### src/verilog/prio_bank_regs.vh
/*
 * Register offsets, field positions and reset values for the
 * interrupt priority bank. Assumes an AXI4-Lite byte address.
 */
`ifndef PRIO_BANK_REGS_VH
`define PRIO_BANK_REGS_VH

// Byte offsets of the seven priority registers
`define PB_OFS_TIMER2_CMP2_CAP2   5'h00
`define PB_OFS_URX_SPI_TIMER3     5'h04
`define PB_OFS_ADC_UTX            5'h08
`define PB_OFS_CHG_CMP_I2C        5'h0C
`define PB_OFS_EXT1               5'h10
`define PB_OFS_TIMER4             5'h14
`define PB_OFS_EXT2_TIMER5        5'h18
// Arbitration result (read only)
`define PB_OFS_RESULT             5'h1C

// Field low-bit positions inside a 16-bit register
`define PB_POS_HI                 12
`define PB_POS_MH                 8
`define PB_POS_ML                 4
`define PB_POS_LO                 0

// Field reset pattern: level 4
`define PB_FIELD_RST              3'h4
`define PB_FIELD_OFF              3'h0

// Number of priority sources in the bank
`define PB_NUM_SRC                17

// AXI response codes
`define PB_RESP_OKAY              2'h0
`define PB_RESP_SLVERR            2'h2

`endif

### src/verilog/prio_field.v
/*
 * One 3-bit priority field: storage with reset to level 4 and
 * qualification of its pending request.
 * Assumes write strobe and data are synchronous to sys_clk_i.
 */
`timescale 1ns/1ps
`include "prio_bank_regs.vh"

module prio_field #(
    parameter PRESENT = 1
) (
    input  wire       sys_clk_i,
    input  wire       arst_n_i,
    input  wire       clk_en_i,
    input  wire       wr_i,
    input  wire [2:0] wdata_i,
    input  wire       req_i,
    output wire [2:0] prio_o,
    output wire       live_o
);

    reg [2:0] prio_r;

    // Stored level; writes apply at the next edge
    always @(posedge sys_clk_i or negedge arst_n_i) begin
        if (!arst_n_i) begin
            prio_r <= `PB_FIELD_RST;                          // [RULE_03] [RULE_14]
        end else if (clk_en_i && wr_i) begin
            prio_r <= wdata_i;                                // [RULE_05] [RULE_16]
        end
    end

    // Absent fields read zero so they can never win arbitration
    assign prio_o = (PRESENT != 0) ? prio_r : `PB_FIELD_OFF;  // [RULE_13]
    // Level zero masks the request entirely
    assign live_o = req_i && (prio_o != `PB_FIELD_OFF);       // [RULE_02]

endmodule // prio_field

### src/verilog/prio_arbiter.v
/*
 * Combinational winner selection over all qualified sources.
 * Assumes levels and live flags are stable register outputs.
 */
`timescale 1ns/1ps

module prio_arbiter #(
    parameter N = 17
) (
    input  wire [3*N-1:0] level_i,
    input  wire [N-1:0]   live_i,
    output reg  [2:0]     win_level_o,
    output reg  [4:0]     win_index_o,
    output reg            win_valid_o
);

    integer k;

    // Strict greater-than keeps the lowest index on ties
    always @* begin
        win_level_o = 3'h0;
        win_index_o = 5'h00;
        win_valid_o = 1'b0;
        for (k = 0; k < N; k = k + 1) begin
            if (live_i[k] && (level_i[3*k +: 3] > win_level_o)) begin
                win_level_o = level_i[3*k +: 3];               // [RULE_15]
                win_index_o = k[4:0];
                win_valid_o = 1'b1;
            end
        end
    end

endmodule // prio_arbiter

### src/verilog/prio_bank.v
/*
 * Interrupt priority bank: seven 16-bit priority registers behind an
 * AXI4-Lite slave, plus arbitration of pending enabled sources.
 * Assumes the requesting peripherals present level requests already
 * gated by their enables, synchronous to sys_clk_i.
 */
// Our own choices: the AXI4-Lite register port and the register offsets.
`timescale 1ns/1ps
`include "prio_bank_regs.vh"

// Function
// [RULE_01] Three-bit field: 111 is seven, 001 one
// [RULE_02] Code 000 disables the source
// [RULE_03] Fields reset to pattern 100
// [RULE_04] Unimplemented bits read zero, ignore writes
// [RULE_05] Implemented bits read back last write
// [RULE_06] Register one: timer2, compare2, capture2
// [RULE_07] Register two: serial rx, spi, timer3
// [RULE_08] Register three: conversion, serial tx only
// [RULE_09] Register four: change, comparator, i2c pair
// [RULE_10] Register five: external one only
// [RULE_11] Register six: timer4 only
// [RULE_12] Register seven: external two, timer5
// [RULE_13] Timer4, timer5 only on large variants
// [RULE_14] After reset every source at level four
// [RULE_15] Highest level wins, ties by index
// [RULE_16] Write affects arbitration next cycle
module prio_bank #(
    parameter LARGE_MEM = 1
) (
    input  wire        sys_clk_i,
    input  wire        arst_n_i,
    input  wire        clk_en_i,
    // AXI4-Lite slave
    input  wire [4:0]  s_axi_awaddr_i,
    input  wire        s_axi_awvalid_i,
    output wire        s_axi_awready_o,
    input  wire [31:0] s_axi_wdata_i,
    input  wire [3:0]  s_axi_wstrb_i,
    input  wire        s_axi_wvalid_i,
    output wire        s_axi_wready_o,
    output wire [1:0]  s_axi_bresp_o,
    output wire        s_axi_bvalid_o,
    input  wire        s_axi_bready_i,
    input  wire [4:0]  s_axi_araddr_i,
    input  wire        s_axi_arvalid_i,
    output wire        s_axi_arready_o,
    output wire [31:0] s_axi_rdata_o,
    output wire [1:0]  s_axi_rresp_o,
    output wire        s_axi_rvalid_o,
    input  wire        s_axi_rready_i,
    // Sources and CPU side
    input  wire [16:0] src_req_i,
    output reg  [2:0]  cpu_level_o,
    output reg  [4:0]  cpu_source_o,
    output reg         cpu_req_o
);

    localparam N = `PB_NUM_SRC;

    ////////////////////////////////////////////////////////////////////////
    // Field map: register index and bit position per source index.
    // Source order: 0 timer2, 1 compare2, 2 capture2, 3 serial rx,
    // 4 spi event, 5 spi error, 6 timer3, 7 conversion, 8 serial tx,
    // 9 pin change, 10 comparator, 11 i2c master, 12 i2c slave,
    // 13 external one, 14 timer4, 15 external two, 16 timer5.
    ////////////////////////////////////////////////////////////////////////

    function [2:0] src_reg;
        input integer s;
        begin
            case (s)
                0, 1, 2:          src_reg = 3'h0;              // [RULE_06]
                3, 4, 5, 6:       src_reg = 3'h1;              // [RULE_07]
                7, 8:             src_reg = 3'h2;              // [RULE_08]
                9, 10, 11, 12:    src_reg = 3'h3;              // [RULE_09]
                13:               src_reg = 3'h4;              // [RULE_10]
                14:               src_reg = 3'h5;              // [RULE_11]
                default:          src_reg = 3'h6;              // [RULE_12]
            endcase
        end
    endfunction

    function integer src_pos;
        input integer s;
        begin
            case (s)
                0, 3, 9, 14:      src_pos = `PB_POS_HI;
                1, 4, 10:         src_pos = `PB_POS_MH;
                2, 5, 7, 11, 15:  src_pos = `PB_POS_ML;
                default:          src_pos = `PB_POS_LO;
            endcase
        end
    endfunction

    ////////////////////////////////////////////////////////////////////////
    // AXI4-Lite write path
    ////////////////////////////////////////////////////////////////////////

    reg        aw_full_r;
    reg [4:0]  aw_addr_r;
    reg        w_full_r;
    reg [31:0] w_data_r;
    reg [3:0]  w_strb_r;
    reg        bvalid_r;
    reg [1:0]  bresp_r;

    wire       wr_go;
    wire [2:0] wr_reg;
    wire       wr_hit;

    // Each channel holds one item; both must land before the write
    assign s_axi_awready_o = !aw_full_r && !bvalid_r;
    assign s_axi_wready_o  = !w_full_r && !bvalid_r;
    assign wr_go           = aw_full_r && w_full_r && !bvalid_r;
    assign wr_reg          = aw_addr_r[4:2];
    assign wr_hit          = (aw_addr_r < `PB_OFS_RESULT);

    // Capture address and data in either order, then answer
    always @(posedge sys_clk_i or negedge arst_n_i) begin
        if (!arst_n_i) begin
            aw_full_r <= 1'b0;
            aw_addr_r <= 5'h00;
            w_full_r  <= 1'b0;
            w_data_r  <= 32'h00000000;
            w_strb_r  <= 4'h0;
            bvalid_r  <= 1'b0;
            bresp_r   <= `PB_RESP_OKAY;
        end else if (clk_en_i) begin
            if (s_axi_awvalid_i && s_axi_awready_o) begin
                aw_full_r <= 1'b1;
                aw_addr_r <= s_axi_awaddr_i;
            end
            if (s_axi_wvalid_i && s_axi_wready_o) begin
                w_full_r <= 1'b1;
                w_data_r <= s_axi_wdata_i;
                w_strb_r <= s_axi_wstrb_i;
            end
            if (wr_go) begin
                aw_full_r <= 1'b0;
                w_full_r  <= 1'b0;
                bvalid_r  <= 1'b1;
                bresp_r   <= wr_hit ? `PB_RESP_OKAY : `PB_RESP_SLVERR;
            end else if (bvalid_r && s_axi_bready_i) begin
                bvalid_r <= 1'b0;
            end
        end
    end

    assign s_axi_bvalid_o = bvalid_r;
    assign s_axi_bresp_o  = bresp_r;

    ////////////////////////////////////////////////////////////////////////
    // Priority fields, one instance per source
    ////////////////////////////////////////////////////////////////////////

    wire [3*N-1:0] level_w;
    wire [N-1:0]   live_w;
    wire [N-1:0]   fwr_w;
    wire [3*N-1:0] fdata_w;

    genvar g;
    generate
        for (g = 0; g < N; g = g + 1) begin : g_fld
            localparam [2:0] RIX = src_reg(g);
            localparam       POS = src_pos(g);
            // Byte lane holding the field must be strobed
            assign fwr_w[g] = wr_go && wr_hit && (wr_reg == RIX)
                              && w_strb_r[POS/8];
            assign fdata_w[3*g +: 3] = w_data_r[POS +: 3];
            prio_field #(
                .PRESENT (((g == 14) || (g == 16)) ? LARGE_MEM : 1)   // [RULE_13]
            ) u_fld (
                .sys_clk_i (sys_clk_i),
                .arst_n_i  (arst_n_i),
                .clk_en_i  (clk_en_i),
                .wr_i      (fwr_w[g]),
                .wdata_i   (fdata_w[3*g +: 3]),
                .req_i     (src_req_i[g]),
                .prio_o    (level_w[3*g +: 3]),
                .live_o    (live_w[g])
            );
        end
    endgenerate

    ////////////////////////////////////////////////////////////////////////
    // Read image: only field bits are placed, the rest stay zero
    ////////////////////////////////////////////////////////////////////////

    reg [15:0] img [0:6];
    integer    s;
    integer    r;

    // Unmapped bits are never overwritten, so they read as zero
    always @* begin
        for (r = 0; r < 7; r = r + 1) begin
            img[r] = 16'h0000;                                 // [RULE_04]
        end
        for (s = 0; s < N; s = s + 1) begin
            img[src_reg(s)][src_pos(s) +: 3] = level_w[3*s +: 3];  // [RULE_05]
        end
    end

    ////////////////////////////////////////////////////////////////////////
    // Arbitration and CPU-facing result
    ////////////////////////////////////////////////////////////////////////

    wire [2:0] win_level;
    wire [4:0] win_index;
    wire       win_valid;

    prio_arbiter #(
        .N (N)
    ) u_arb (
        .level_i     (level_w),
        .live_i      (live_w),
        .win_level_o (win_level),
        .win_index_o (win_index),
        .win_valid_o (win_valid)
    );

    // Registered so the CPU sees a stable word; levels 1..7 pass as coded
    always @(posedge sys_clk_i or negedge arst_n_i) begin
        if (!arst_n_i) begin
            cpu_level_o  <= 3'h0;
            cpu_source_o <= 5'h00;
            cpu_req_o    <= 1'b0;
        end else if (clk_en_i) begin
            cpu_level_o  <= win_level;                         // [RULE_01]
            cpu_source_o <= win_index;
            cpu_req_o    <= win_valid;                         // [RULE_02]
        end
    end

    ////////////////////////////////////////////////////////////////////////
    // AXI4-Lite read path
    ////////////////////////////////////////////////////////////////////////

    reg        rvalid_r;
    reg [31:0] rdata_r;
    reg [1:0]  rresp_r;
    wire [2:0] rd_reg;

    assign s_axi_arready_o = !rvalid_r;
    assign rd_reg          = s_axi_araddr_i[4:2];

    // One-cycle answer; result word carries the winner for software
    always @(posedge sys_clk_i or negedge arst_n_i) begin
        if (!arst_n_i) begin
            rvalid_r <= 1'b0;
            rdata_r  <= 32'h00000000;
            rresp_r  <= `PB_RESP_OKAY;
        end else if (clk_en_i) begin
            if (s_axi_arvalid_i && !rvalid_r) begin
                rvalid_r <= 1'b1;
                rresp_r  <= `PB_RESP_OKAY;
                if (s_axi_araddr_i == `PB_OFS_RESULT) begin
                    rdata_r <= {23'h000000, cpu_req_o, cpu_source_o, cpu_level_o};
                end else if (rd_reg < 3'h7) begin
                    rdata_r <= {16'h0000, img[rd_reg]};
                end else begin
                    rdata_r <= 32'h00000000;
                    rresp_r <= `PB_RESP_SLVERR;
                end
            end else if (rvalid_r && s_axi_rready_i) begin
                rvalid_r <= 1'b0;
            end
        end
    end

    assign s_axi_rvalid_o = rvalid_r;
    assign s_axi_rdata_o  = rdata_r;
    assign s_axi_rresp_o  = rresp_r;

endmodule // prio_bank

### config.mk
export PLATFORM = sky130hd
export DESIGN_NAME = prio_bank
export DESIGN_NICKNAME = d
export VERILOG_FILES = /design/src/verilog/prio_field.v /design/src/verilog/prio_arbiter.v /design/src/verilog/prio_bank.v
export VERILOG_INCLUDE_DIRS = /design/src /design/src/verilog
export SDC_FILE = /design/constraint.sdc
export NUM_CORES = 1
export LEC_CHECK = 0
export ABC_AREA = 1
export BUFFER_PORTS_ARGS = -buffer_cell sky130_fd_sc_hd__buf_2
export CAP_MARGIN = 20
export CORE_MARGIN = 5
export CORE_UTILIZATION = 57
export DETAILED_ROUTE_END_ITERATION = 10
export PLACE_DENSITY = 0.92
export SYNTH_ARGS = -nofsm -noshare
export SYNTH_HDL_FRONTEND = slang
export SYNTH_SLANG_ARGS = --single-unit
export TNS_END_PERCENT = 20
### constraint.sdc
create_clock -name sys_clk_i -period 18.35 [get_ports sys_clk_i]
set_input_delay 0.9175 -clock sys_clk_i [delete_from_list [all_inputs] [get_ports sys_clk_i]]
set_output_delay 0.9175 -clock sys_clk_i [all_outputs]
set_load 0.02 [all_outputs]
# ---- Word-level counts from Yosys, hierarchy flattened
# Cells that the tools add are included.
dict set report classes {
  bitwise 1
  n_eq_ne 7
  mux 66
  reduce_logical 105
  order_cmp 20
}
# cell n
set op_table {}
lappend op_table {{$logic_and 1x1->1} 71}
lappend op_table {{$mux 3} 21}
lappend op_table {{$reduce_bool 3->1} 17}
lappend op_table {{$bmux 16 s3} 1}
lappend op_table {{$gt 3x3->1} 16}
lappend op_table {{$mux 16} 3}
lappend op_table {{$mux 32} 1}
lappend op_table {{$mux 4} 8}
lappend op_table {{$mux 1} 26}
lappend op_table {{$reduce_and 2->1} 8}
lappend op_table {{$mux 2} 5}
lappend op_table {{$eq 3x3->1 const B} 3}
lappend op_table {{$reduce_bool 2->1} 4}
lappend op_table {{$eq 3x2->1 const B} 2}
lappend op_table {{$eq 5x5->1 const B} 1}
lappend op_table {{$lt 5x5->1 const B} 1}
lappend op_table {{$mux 5} 1}
lappend op_table {{$ge 4x4->1 const B} 1}
lappend op_table {{$logic_not 1->1} 4}
lappend op_table {{$not 3->4} 1}
lappend op_table {{$eq 3x1->1 const B} 1}
lappend op_table {{$gt 3x1->1 const B} 1}
lappend op_table {{$logic_not 3->1} 1}
lappend op_table {{$lt 3x3->1 const B} 1}
dict set report totals {
  word_cells 229
  register_bits 122
  output_inout_bits 50
}

# ---- Logic depth before layout (Yosys ltp)
# Gate-level depths: netlist (run 1).
dict set report depth {
  word_depth 52
  ltp_mapped 124
  depth_no_buf 124
}

# ---- Cells and area by module
# Synthesis (run 1) repeated with hierarchy kept, for this count alone.
dict set report hier_totals {
  cells_unflattened 1007
  hier_area_um2 7091.8
}
# mod cells_per_inst n_inst seq_area_each_um2 area_each_um2
set by_module_without_submodules {}
lappend by_module_without_submodules {prio_bank 367 1 1151.1 2713.9}
lappend by_module_without_submodules {prio_field 17 17 76.3 136.4}
lappend by_module_without_submodules {prio_arbiter 351 1 0.0 2059.5}

# ---- Worst setup path before layout (run 1)
# No wires, ideal clock.
dict set report synth_timing {
  path_type {input-to-reg}
  start {input src_req_i[0]}
  end {register cpu_req_o}
  t_arrival_ns 16.432
  t_required_ns 18.237
  path_slack_ns 1.805
  cell_stages 110
  path_cell_list {nand2_1 > nor2_1 > inv_1 > ha_1 > nand3_1 > nand2_2 > nor2_4 > nand2_4 > o21ai_0 > ha_1 > o21ai_0 > nand3_2 > nand3_2 > nand2_2 > nand2_1 > o21ai_0 > ha_1 > nor2_1 > (+74 left out) > and2_1 > ha_1 > nand2_1 > o21ai_0 > nand2_1 > or2_2 > nand2_1 > ha_1 > nand2_1 > o21ai_0 > nand4_1 > inv_1 > nor2_1 > nand3_1 > nor3_1 > nand2_1 > nand2_1 > inv_1}
}
dict set report synth_via {
  elab_chain_cells 51
  word_cells_on_any_way 67
}
# element line_no
set synth_lines {}
lappend synth_lines {{from (decl)} prio_bank.v:53} ;# input wire [16:0] src_req_i,
lappend synth_lines {{$logic_and 1x1->1 (*)} prio_field.v:36} ;# assign live_o = req_i && (prio_o != `PB_FIELD_OFF);
lappend synth_lines {{$logic_and 1x1->1 (*)} prio_arbiter.v:25} ;# if (live_i[k] && (level_i[3*k +: 3] > win_level_o)) begin
lappend synth_lines {{$mux 3} prio_arbiter.v:25}
lappend synth_lines {{$gt 3x3->1} prio_arbiter.v:25}
lappend synth_lines {{$logic_and 1x1->1} prio_arbiter.v:25}
lappend synth_lines {{$mux 3} prio_arbiter.v:25}
lappend synth_lines {{$gt 3x3->1} prio_arbiter.v:25}
lappend synth_lines {{$logic_and 1x1->1} prio_arbiter.v:25}
lappend synth_lines {{(+35 left out)} -}
lappend synth_lines {{$logic_and 1x1->1} prio_arbiter.v:25}
lappend synth_lines {{$mux 3} prio_arbiter.v:25}
lappend synth_lines {{$gt 3x3->1} prio_arbiter.v:25}
lappend synth_lines {{$logic_and 1x1->1} prio_arbiter.v:25}
lappend synth_lines {{$mux 3} prio_arbiter.v:25}
lappend synth_lines {{$gt 3x3->1} prio_arbiter.v:25}
lappend synth_lines {{$logic_and 1x1->1} prio_arbiter.v:25}
lappend synth_lines {{$mux 1 (*)} prio_arbiter.v:25}
lappend synth_lines {{to (signal assigned)} prio_bank.v:231} ;# cpu_req_o <= win_valid;
lappend synth_lines {{to (decl)} prio_bank.v:56} ;# output reg cpu_req_o
# Every way passes the cells marked *; elsewhere a longest branch is shown, timed or not.
# A chain may end at the register's enable or synchronous reset.

# ---- Worst setup path after layout (run 1)
dict set report layout_timing {
  start {register g_fld[0].u_fld.prio_r[2]}
  end {register cpu_req_o}
}
dict set report layout_via {
  elab_chain_cells 52
  word_cells_on_any_way 69
}
# element line_no
set layout_lines {}
lappend layout_lines {{from (decl)} prio_field.v:22} ;# reg [2:0] prio_r;
lappend layout_lines {{from (signal assigned)} prio_field.v:27} ;# prio_r <= `PB_FIELD_RST;
lappend layout_lines {{from (signal assigned)} prio_field.v:29} ;# prio_r <= wdata_i;
lappend layout_lines {{branches (longest 51 deep; another with $gt 3x1->1)} -}
lappend layout_lines {{$mux 1 (*)} prio_arbiter.v:25}
# Every way passes the cells marked *.

==> results.md, run 1 <==
* DRC at 0
* Worst reg2reg path depth at between 100 and 150
* Global Route met3 Usage at 0.0569
* First-pass GRT wire length at roughly 28 mm
* R2R setup slack at ~1.4 ns
* Cell Area, Synth at 0.00639 mm^2
* Die Area at 0.0134 mm^2
* Critical path required time at ~19 ns
* Share of the synthesized area in the top cell type at 0.313
* R2r endpoint: cpu_req_o
* 1st-iter DRT viols at ~660
* Largest net degree at the start of global routing at 73
* Skew-Pair Late Insertion Delay at 0.35 ns
* Final WS setup at 1.42 ns
* CP max-delay cell: dfstp_2
* Synth Area in Compound Gates at 0.186
* DIE WIDTH at approximately 120 um
* GRT Overall Usage at 0.267
* Antenna-violating nets left at 0
* Fillers at 896
* Total CTS buffers at 9
* Power per cell area at between 150 and 200 mW/mm^2
* Endpoints failing setup at 0
* Overall power at around 0.0011 W
* Top Usage Layer GRT: met2
* Post-synthesis adder-cell area fraction at 0.0431
* Number of placed I/O pins at around 120
* Max-cap viol count at 0
* Crit. End Element: register
* Initial antenna violation count at 0
* Num rows at 38
* Final GP Congestion at slightly below 1
* Core footprint at roughly 0.011 mm^2
* Mux cell area share after synthesis at 0
* CTS sink cnt at 97
* Startpoint type of the worst setup path: register
* Final Non-Filler Cells at between 1k and 1.5k
* CTS max path bufs at 2
* Post-synthesis cell count at approximately 850
* Area of the multi-input gates at approximately 0.0035 mm^2
* Max-slew headroom at 0.415
* Hold Fails Final Rpt at 0
* Storage cell area at 0.00245 mm^2
* #FFs+latches synth at a little under 100
* DP HPWL at roughly 13 mm
* Setup bufs post-CTS at 0
* Outcome: finished clean
* Post-Synth Simple-Gate Area at 0.290
* CP max FO at 7
* Commonest non-fill, non-tap cell in the layout: nand2_1
* Area contributors post-synth: dfrtp_1 (31%), nand2_1 (12%), o21ai_0 (9.7%), dfstp_2 (7.0%), inv_1 (5.9%)
* WL final at between 15 and 20 mm
* CP max stage delay at 0.55 ns
* Ant diodes at 0
* First-pass detailed-route iteration total at 5
* Initial Utilization at 0.585
* Hold Path Class: input port to asynchronous set/reset pin
* Warning count from the yosys run at 0
* TritonCTS clock tree: built
* WP buf/inv at 6
* Final global-route overflow total at 0
* Leading area contributor after synthesis: dfrtp_1
* Final-stage net count at approximately 1.0k
* Area grow syn2layout at 13.0%
* Final period utilization at 0.922
* Number of port buffers at 76
* Share of layout cells above drive strength 1 at 0.238
* Type of the worst setup path: register to register
* Worst-margin pin slew at around 0.9 ns
* Cell Count Post-Placement at 1058
* Xor and xnor area share after synthesis at 0
* Setup TNS at 0 ns
* Count of different cell masters after synthesis at 47
* Slew Limit Fails at 0
* Most frequent cells in the layout: nand2_1 (202), o21ai_0 (106), inv_1 (100)
* Pre-CTS setup slack at -0.267 ns
* Drt wl/cell at 16.6 um
* Clk_skew at 0.0125 ns
* Fmax at about 0.059 GHz
* Via count at roughly 6.2k
* Most used cell, CP: nand2_1
* Syn Area/Cell at 7.53 um^2
* Final core occ at 0.660
* Hold_buf cts at 0
* Static leakage at approximately 3.5 nW
* Die height at roughly 120 um
* R2r startpoint: g_fld[0].u_fld.prio_o[2]
* Crit path DAT at about 17 ns
* Clk root buf: clkbuf_16
* Worst path top cell family by delay: simple AND/OR/NAND/NOR gates
* Register area share after synthesis at 0.383
* Met2 Usage GRT at 0.426
* Combinational family with the most area after synthesis: simple AND/OR/NAND/NOR gates
* Vias/cell at 5.77
* Routing usage on met1 at 0.339
* Final min period at 16.93 ns
* Clock Pin Slew Worst Setup and Hold Paths at roughly 0.070 ns
* Maximum VDD drop at ~86 uV
* Vias in the first global route at a little under 6k
* H-tree levels at 3
-- routing by layer --
| metal | wire [um] | vias up |
|---|---|---|
| met5 | 0 | - |
| met4 | 1000 | 0 |
| met3 | 1690 | 99 |
| met2 | 8130 | 354 |
| met1 | 6960 | 2807 |
| li1 | - | 2937 |
-- cell families (layout without fill, tap and decap cells) --
logic type / count (synthesis) / after routing
other: 1 / 20
and+or+nand+nor: 378 / 378
AOI/OAI and AO/OA: 205 / 205
DFF: 97 / 97
buffers and inverters: 146 / 212
adders and majority gates: 22 / 22
-- worst max path at each step --
stage                                   startpoint   endpoint  cells after the start
after floorplan                       src_req_i[0]  cpu_req_o                    110
after global placement                src_req_i[0]  cpu_req_o                    110
after detailed placement              src_req_i[0]  cpu_req_o                    110
after CTS                 g_fld[0].u_fld.prio_o[2]  cpu_req_o                    111
after global routing      g_fld[0].u_fld.prio_o[2]  cpu_req_o                    124
final                     g_fld[0].u_fld.prio_o[2]  cpu_req_o                    122
-- cells in the mapped netlist, drive strengths merged --
library cell	number
nor3	11
a21oi	32
a41oi	2
clkinv	2
a21boi	3
o211ai	3
nand4	5
nor4	1
buf	20
o22ai	6
and2	3
dfstp	17
nand2	243
ha	22
a22oi	3
nand3b	1
o31ai	4
o21bai	1
o21a	1
o41ai	1
a32o	3
clkbuf	16
a31oi	3
nand3	69
a221oi	1
dfrtp	80
o221ai	3
conb	1
nor2	39
inv	108
or2	6
o21ai	139
-- area by class of cell --
| class | count | area share |
|---|---|---|
| Inverter | 110 | 0.0572 |
| Multi-Input combinational cell | 625 | 0.478 |
| Tap cell | 140 | 0.0243 |
| Clock inverter | 5 | 0.00572 |
| Sequential cell | 97 | 0.339 |
| Clock buffer | 11 | 0.0322 |
| Timing Repair Buffer | 86 | 0.0634 |
-- worst register-to-register path: cells and delay by family, from the launching register on --
kind	cells	cell delay, ns
AND/OR/NAND/NOR	74	7.96
adder cells (fa/ha/maj)	16	4.66
AO/OA/AOI/OAI	26	3.30
flip-flops	1	0.55
buffers and inverters	6	0.37
-- through the flow --
step	hold WS, ns	instance area [um^2]
finish	0.478	7220
global route	0.500	7220
CTS	0.486	7160
detailed placement	0.469	6890
global placement	0.462	6890
floorplan	0.449	6460
-- state kept, by name, indices dropped and copies added (netlist names) --
name and count:
aw_addr_r 3, s_axi_rvalid_o 1, w_data_r 12, cpu_source_o 5, s_axi_bvalid_o 1, g_fld.u_fld.prio_o 51
cpu_level_o 3, s_axi_rdata_o 14, s_axi_bresp_o 1, cpu_req_o 1, s_axi_rresp_o 1, w_full_r 1
aw_full_r 1, w_strb_r 2
-- report_power, final --
group	internal, W	total, W	leakage (nW)	switching (W)
Clock	0.0000936	0.000179	0.132	0.0000856
Combinational	0.000204	0.000580	2.18	0.000376
Sequential	0.000292	0.000358	1.23	0.0000660
Total	0.000589	0.00112	3.54	0.000528
-- timing repair --
item                       in CTS  in global routing
gates resized for setup         1                 32
setup endpoints to repair       1                  9
pin swaps                       0                  2
No activity file was read; power rests on OpenSTA's default activity.
==> run 2, diff against run 1 <==
--- a/config.mk
+++ b/config.mk
@@ -7,9 +7,10 @@
 export NUM_CORES = 1
 export LEC_CHECK = 0
 export ABC_AREA = 1
+export ABC_CLOCK_PERIOD_IN_PS = 17600
 export BUFFER_PORTS_ARGS = -buffer_cell sky130_fd_sc_hd__buf_2
 export CAP_MARGIN = 20
-export CORE_MARGIN = 5
+export CORE_MARGIN = 2
 export CORE_UTILIZATION = 57
 export DETAILED_ROUTE_END_ITERATION = 10
 export PLACE_DENSITY = 0.92
==> constraint.sdc (replaced) <==
create_clock -name sys_clk_i -period 17.6 [get_ports sys_clk_i]
set_input_delay 0.88 -clock sys_clk_i [delete_from_list [all_inputs] [get_ports sys_clk_i]]
set_output_delay 0.88 -clock sys_clk_i [all_outputs]
set_load 0.02 [all_outputs]
==> run 2 against run 1 <==
Against the previous run:
- clock skew down 0.0047 ns
- utilization up 3.4 points
- design area up 4.7%
- clock-buffer cell count down 2
- largest cell class unchanged
- largest power group unchanged
- highest routed layer unchanged
==> results.md, run 2 (same netlist as run 1, synthesis figures left out) <==
* Outcome: finished clean
* Worst path top cell family by delay: simple AND/OR/NAND/NOR gates
* Type of the worst setup path: register to register
* Clock Pin Slew Worst Setup and Hold Paths at roughly 0.10 ns
* Worst-margin pin slew at 0.821 ns
* DIE WIDTH at between 100 and 150 um
* 1st-iter DRT viols at about 630
* Final GP Congestion at slightly below 1
* Initial antenna violation count at 1
* Static leakage at roughly 3.7 nW
* Final min period at about 17 ns
* TritonCTS clock tree: built
* Startpoint type of the worst setup path: register
* DRC at 0
* Max-slew headroom at 0.451
* Num rows at 38
* Vias in the first global route at about 6k
* Hold Path Class: input port to asynchronous set/reset pin
* CTS max path bufs at 2
* WL final at 18.0 mm
* Hold_buf cts at 0
* Clk root buf: clkbuf_8
* Fmax at ~0.06 GHz
* GRT Overall Usage at 0.307
* First-pass GRT wire length at approximately 28 mm
* CTS sink cnt at a little under 100
* Crit. End Element: register
* Hold Fails Final Rpt at 0
* WP buf/inv at 6
* Cell Count Post-Placement at around 1.1k
* Total CTS buffers at 9
* Final global-route overflow total at 0
* CP max stage delay at 0.56 ns
* Most frequent cells in the layout: nand2_1 (202), o21ai_0 (105), inv_1 (100)
* Largest net degree at the start of global routing at between 80 and 90
* Max-cap viol count at 0
* Final core occ at 0.694
* Initial Utilization at 0.587
* CP max FO at 6
* Overall power at 0.00119 W
* Drt wl/cell at 16.1 um
* Commonest non-fill, non-tap cell in the layout: nand2_1
* H-tree levels at 3
* Worst reg2reg path depth at around 120
* Critical path required time at 17.88 ns
* Clk_skew at 0.00782 ns
* Share of layout cells above drive strength 1 at 0.277
* Endpoints failing setup at 0
* Antenna-violating nets left at 0
* Setup bufs post-CTS at 0
* Final-stage net count at about 1.1k
* Critical path depth in cells at ~120
* Via count at 6409
* Dpl cell area at slightly above 0.007 mm^2
* Die height at 110 um
* Number of placed I/O pins at roughly 120
* CP max-delay cell: dfstp_2
* Setup TNS at 0 ns
* Area grow syn2layout at 18.3%
* Crit path DAT at 16.80 ns
* Number of port buffers at 76
* Vias/cell at between 5 and 6
* Final period utilization at 0.939
* Skew-Pair Late Insertion Delay at ~0.38 ns
* DP HPWL at approximately 14 mm
* Final Non-Filler Cells at about 1.1k
* Most used cell, CP: nand2_1
* Die Area at approximately 0.012 mm^2
* Largest register FFs at 51
* First-pass detailed-route iteration total at 7
* Maximum VDD drop at 88.3 uV
* Slew Limit Fails at 0
* Fin area at approximately 0.0076 mm^2
* Power per cell area at about 160 mW/mm^2
* Core footprint at between 0.01 and 0.015 mm^2
-- run 2: cell type report --
class | count | area (um^2)
Multi-Input combinational cell | 625 | 3480
Fill cell | 847 | 3330
Clock buffer | 9 | 124
Tap cell | 140 | 175
Antenna cell | 1 | 2.50
Clock inverter | 7 | 114
Inverter | 110 | 413
Sequential cell | 97 | 2450
Timing Repair Buffer | 130 | 808
-- run 2: per-layer routing --
metal,wire length [um],up-vias,part of all wire,track usage
met2,8660,324,0.48,0.504
met1,6980,2986,0.39,0.388
met5,0,-,0,0
met4,789,0,0.044,0.139
li1,-,3025,-,-
met3,1590,74,0.088,0.0634
-- run 2: worst paths after layout --
check | slack, ns | startpoint | to
setup reg to reg | 1.08 | g_fld[0].u_fld.prio_o[2] | cpu_req_o
hold reg to reg | 0.49 | s_axi_rresp_o[1] | s_axi_rresp_o[1]
hold / removal | 0.31 | arst_n_i | s_axi_rvalid_o
setup / recovery | 1.08 | g_fld[0].u_fld.prio_o[2] | cpu_req_o
max in group asynchronous | 16.39 | arst_n_i | g_fld[10].u_fld.prio_o[2]
min in group sys_clk_i | 0.49 | s_axi_rresp_o[1] | s_axi_rresp_o[1]
-- run 2: metrics by stage --
stage,hold slack [ns],setup WS [ns]
3_3_place_gp,0.461,-0.126
5_1_grt,0.309,-0.161
6_report,0.311,1.08
2_1_floorplan,0.449,1.09
3_5_place_dp,0.469,-0.495
4_1_cts,0.315,0.0845
-- run 2: worst reg2reg max path, delay by kind of cell, from the launching register on --
family | cells | cell delay [ns]
buffers and inverters | 6 | 0.40
AOI/OAI and AO/OA | 26 | 2.81
and+or+nand+nor | 75 | 7.82
DFF | 1 | 0.56
adders and majority gates | 16 | 4.82
-- run 2: what timing repair did --
item                                    in CTS  in global routing
endpoints found under the setup margin       5                  9
pin swaps                                    0                  2
gates resized for setup                      4                 34
-- run 2: report_power, final --
| group | internal, W | leakage (nW) | switching [W] | total [W] |
|---|---|---|---|---|
| logic | 0.000247 | 2.40 | 0.000404 | 0.000651 |
| registers | 0.000304 | 1.23 | 0.0000706 | 0.000374 |
| clock network | 0.0000831 | 0.112 | 0.0000863 | 0.000169 |
| total | 0.000634 | 3.74 | 0.000560 | 0.00119 |
==> run 3, diff against run 2 <==
--- a/config.mk
+++ b/config.mk
@@ -12,6 +12,7 @@
 export CAP_MARGIN = 20
 export CORE_MARGIN = 2
 export CORE_UTILIZATION = 57
+export CTS_BUF_LIST = sky130_fd_sc_hd__clkbuf_16
 export DETAILED_ROUTE_END_ITERATION = 10
 export PLACE_DENSITY = 0.92
 export SYNTH_ARGS = -nofsm -noshare
==> constraint.sdc (replaced) <==
create_clock -name sys_clk_i -period 17.6 [get_ports sys_clk_i]
set_input_delay 1.76 -clock sys_clk_i [delete_from_list [all_inputs] [get_ports sys_clk_i]]
set_output_delay 1.76 -clock sys_clk_i [all_outputs]
set_load 0.02 [all_outputs]
==> run 3 against run 2 <==
Against the previous run:
- via count up 5.6%
- largest power group unchanged
- first-iteration DRC count is 59% higher
- critical path type is now input port to register
- sequential share of layout area down 0.74 points
- critical endpoint unchanged
- global-route usage increased by 0.73 points
- clock skew rose by 0.00091 ns
==> results.md, run 3 (same netlist as run 1, synthesis figures left out) <==
* Sw Share at 0.478
* CP max FO at 4
* Most used cell, CP: nand2_1
* WP buf/inv at 5
* Sequential share of power at 0.298
* Number of placed I/O pins at approximately 120
* CP max-delay cell: ha_1
* Switch Pwr at a little over 0.0006 W
* Hold Path Class: register to register
* Worst path top cell family by delay: simple AND/OR/NAND/NOR gates
* Gate power share at 0.555
* DP HPWL at 13.3 mm
* Initial antenna violation count at 0
* Worst Setup SP: src_req_i[0]
* Fin area at 0.00774 mm^2
* Ant diodes at 0
* Largest net degree at the start of global routing at between 80 and 90
* Max-cap viol count at 0
* Antenna-violating nets left at 0
* Crit. End Element: register
* Final Non-Filler Cells at roughly 1.1k
* TritonCTS clock tree: built
* Maximum VDD drop at 96.0 uV
* Core footprint at roughly 0.011 mm^2
* Skew-Pair Late Insertion Delay at 0.35 ns
* Internal power at approximately 0.00066 W
* Vias in the first global route at 6037
* WL final at between 20 and 25 mm
* Vias/cell at between 6 and 7
* Drt wl/cell at around 18 um
* Static leakage at roughly 3.8 nW
* First-pass detailed-route iteration total at 6
* Endpoints failing setup at 0
* Clock power frac at 0.147
* H-tree levels at 3
* Num rows at 38
* Outcome: finished clean
* Final period utilization at 0.956
* Final global-route overflow total at 0
* Cell Count Post-Placement at approximately 1.1k
* Initial Utilization at 0.587
* CTS max path bufs at 2
* Hold_buf cts at 0
* Number of port buffers at 76
* Power per cell area at 164 mW/mm^2
* R2r startpoint: g_fld[0].u_fld.prio_o[2]
* Startpoint type of the worst setup path: input port
* CTS sink cnt at 97
* Crit path DAT at 17.07 ns
* DIE WIDTH at between 100 and 150 um
* Worst-margin pin slew at around 1.0 ns
* Type of the worst setup path: input port to register
* GRT Overall Usage at 0.314
* Final-stage net count at approximately 1.1k
* CP max stage delay at between 0.3 and 0.4 ns
* Fmax at approximately 0.059 GHz
* Die Area at approximately 0.012 mm^2
* Via count at 6769
* Setup TNS at 0 ns
* Total CTS buffers at 9
* First-pass GRT wire length at 29.0 mm
* Final min period at roughly 17 ns
* Hold Fails Final Rpt at 0
* Most frequent cells in the layout: nand2_1 (200), o21ai_0 (102), inv_1 (100)
* Hold Path Origin: s_axi_rresp_o[1]
* Clk_skew at just under 0.009 ns
* 1st-iter DRT viols at 1007
* DRC at 0
* Slew Limit Fails at 0
* Die height at ~110 um
* Final GP Congestion at 0.974
* Critical path required time at roughly 18 ns
* Clock Pin Slew Worst Setup and Hold Paths at 0.07 ns
* Dpl cell area at ~0.0072 mm^2
* Max-slew headroom at 0.317
* Commonest non-fill, non-tap cell in the layout: nand2_1
* Clk root buf: clkbuf_16
* Largest register FFs at 51
* Area grow syn2layout at 21.0%
* Share of layout cells above drive strength 1 at 0.300
[run 3: cell count changes in the layout (fill, tap and decap cells not counted), moves of 3 or more]
| cell | previous run | this run |
|---|---|---|
| ha_4 | 0 | 5 |
| clkbuf_16 | 0 | 9 |
| a21oi_1 | 27 | 23 |
| o21ai_1 | 17 | 11 |
| clkbuf_8 | 9 | 0 |
| o21ai_2 | 17 | 23 |
| o21ai_4 | 0 | 3 |
| ha_1 | 22 | 17 |
| o21ai_0 | 105 | 102 |
| inv_6 | 0 | 3 |
| a21oi_2 | 4 | 8 |
[run 3: per-stage QoR]
| stage | hold slack [ns] | power [W] | util | setup WS, ns |
|---|---|---|---|---|
| 2_1_floorplan | 0.449 | 0.000788 | - | 0.213 |
| 3_3_place_gp | 0.460 | 0.000957 | 0.662 | -1.06 |
| 3_5_place_dp | 0.468 | 0.000983 | 0.662 | -1.42 |
| 4_1_cts | 0.489 | 0.00118 | 0.688 | 0.0593 |
| 5_1_grt | 0.506 | 0.00135 | 0.711 | -0.365 |
| 6_report | 0.487 | 0.00127 | 0.711 | 0.777 |
[run 3: worst paths after layout]
path / endpoint / slack (ns) / cells after the start
setup / recovery: cpu_req_o / 0.78 / 121
hold reg to reg: s_axi_rresp_o[1] / 0.49 / 2
max in group asynchronous: g_fld[4].u_fld.prio_o[0] / 15.07 / 2
hold / removal: s_axi_rresp_o[1] / 0.49 / 2
setup reg to reg: cpu_req_o / 1.63 / 122
min in group asynchronous: cpu_source_o[3] / 1.26 / 1
[run 3: area by class of cell]
cell class	instances	area (um^2)
inverters	110	413
flip-flops and latches	97	2450
fillers	796	3150
well taps	140	175
repair buffers	129	781
clock buffers	9	225
multi-input cells	625	3640
clock inverters	7	50.0
[run 3: routing by layer]
metal  vias up  wire (um)  track usage  share of wire
li1       3029          -            -              -
met5         -          0            0              0
met3       151       2170       0.0818           0.11
met1      3096       7300        0.398           0.36
met4         0       1380        0.133          0.068
met2       493       9290        0.508           0.46
[run 3: repair_timing]
| item | 4_1_cts | 5_1_grt |
|---|---|---|
| pin swaps | 0 | 15 |
| buffers inserted | 0 | 0 |
| gates resized for setup | 15 | 56 |
| endpoints found under the setup margin | 9 | 9 |
[run 3: tightest hold or removal path, cell delays in order, from the launching register on]
cell and delay, ns:
dfrtp_1 0.34, nand2_1 0.05, o21ai_0 0.06
[run 3: power by group through the flow]
stage               Sequential (W)  Combinational (W)  Clock, W
finish                    0.000379           0.000706  0.000188
global route              0.000384           0.000768  0.000196
floorplan                 0.000372           0.000416         0
global placement          0.000370           0.000587         0
detailed placement        0.000373           0.000610         0
CTS                       0.000370           0.000627  0.000188
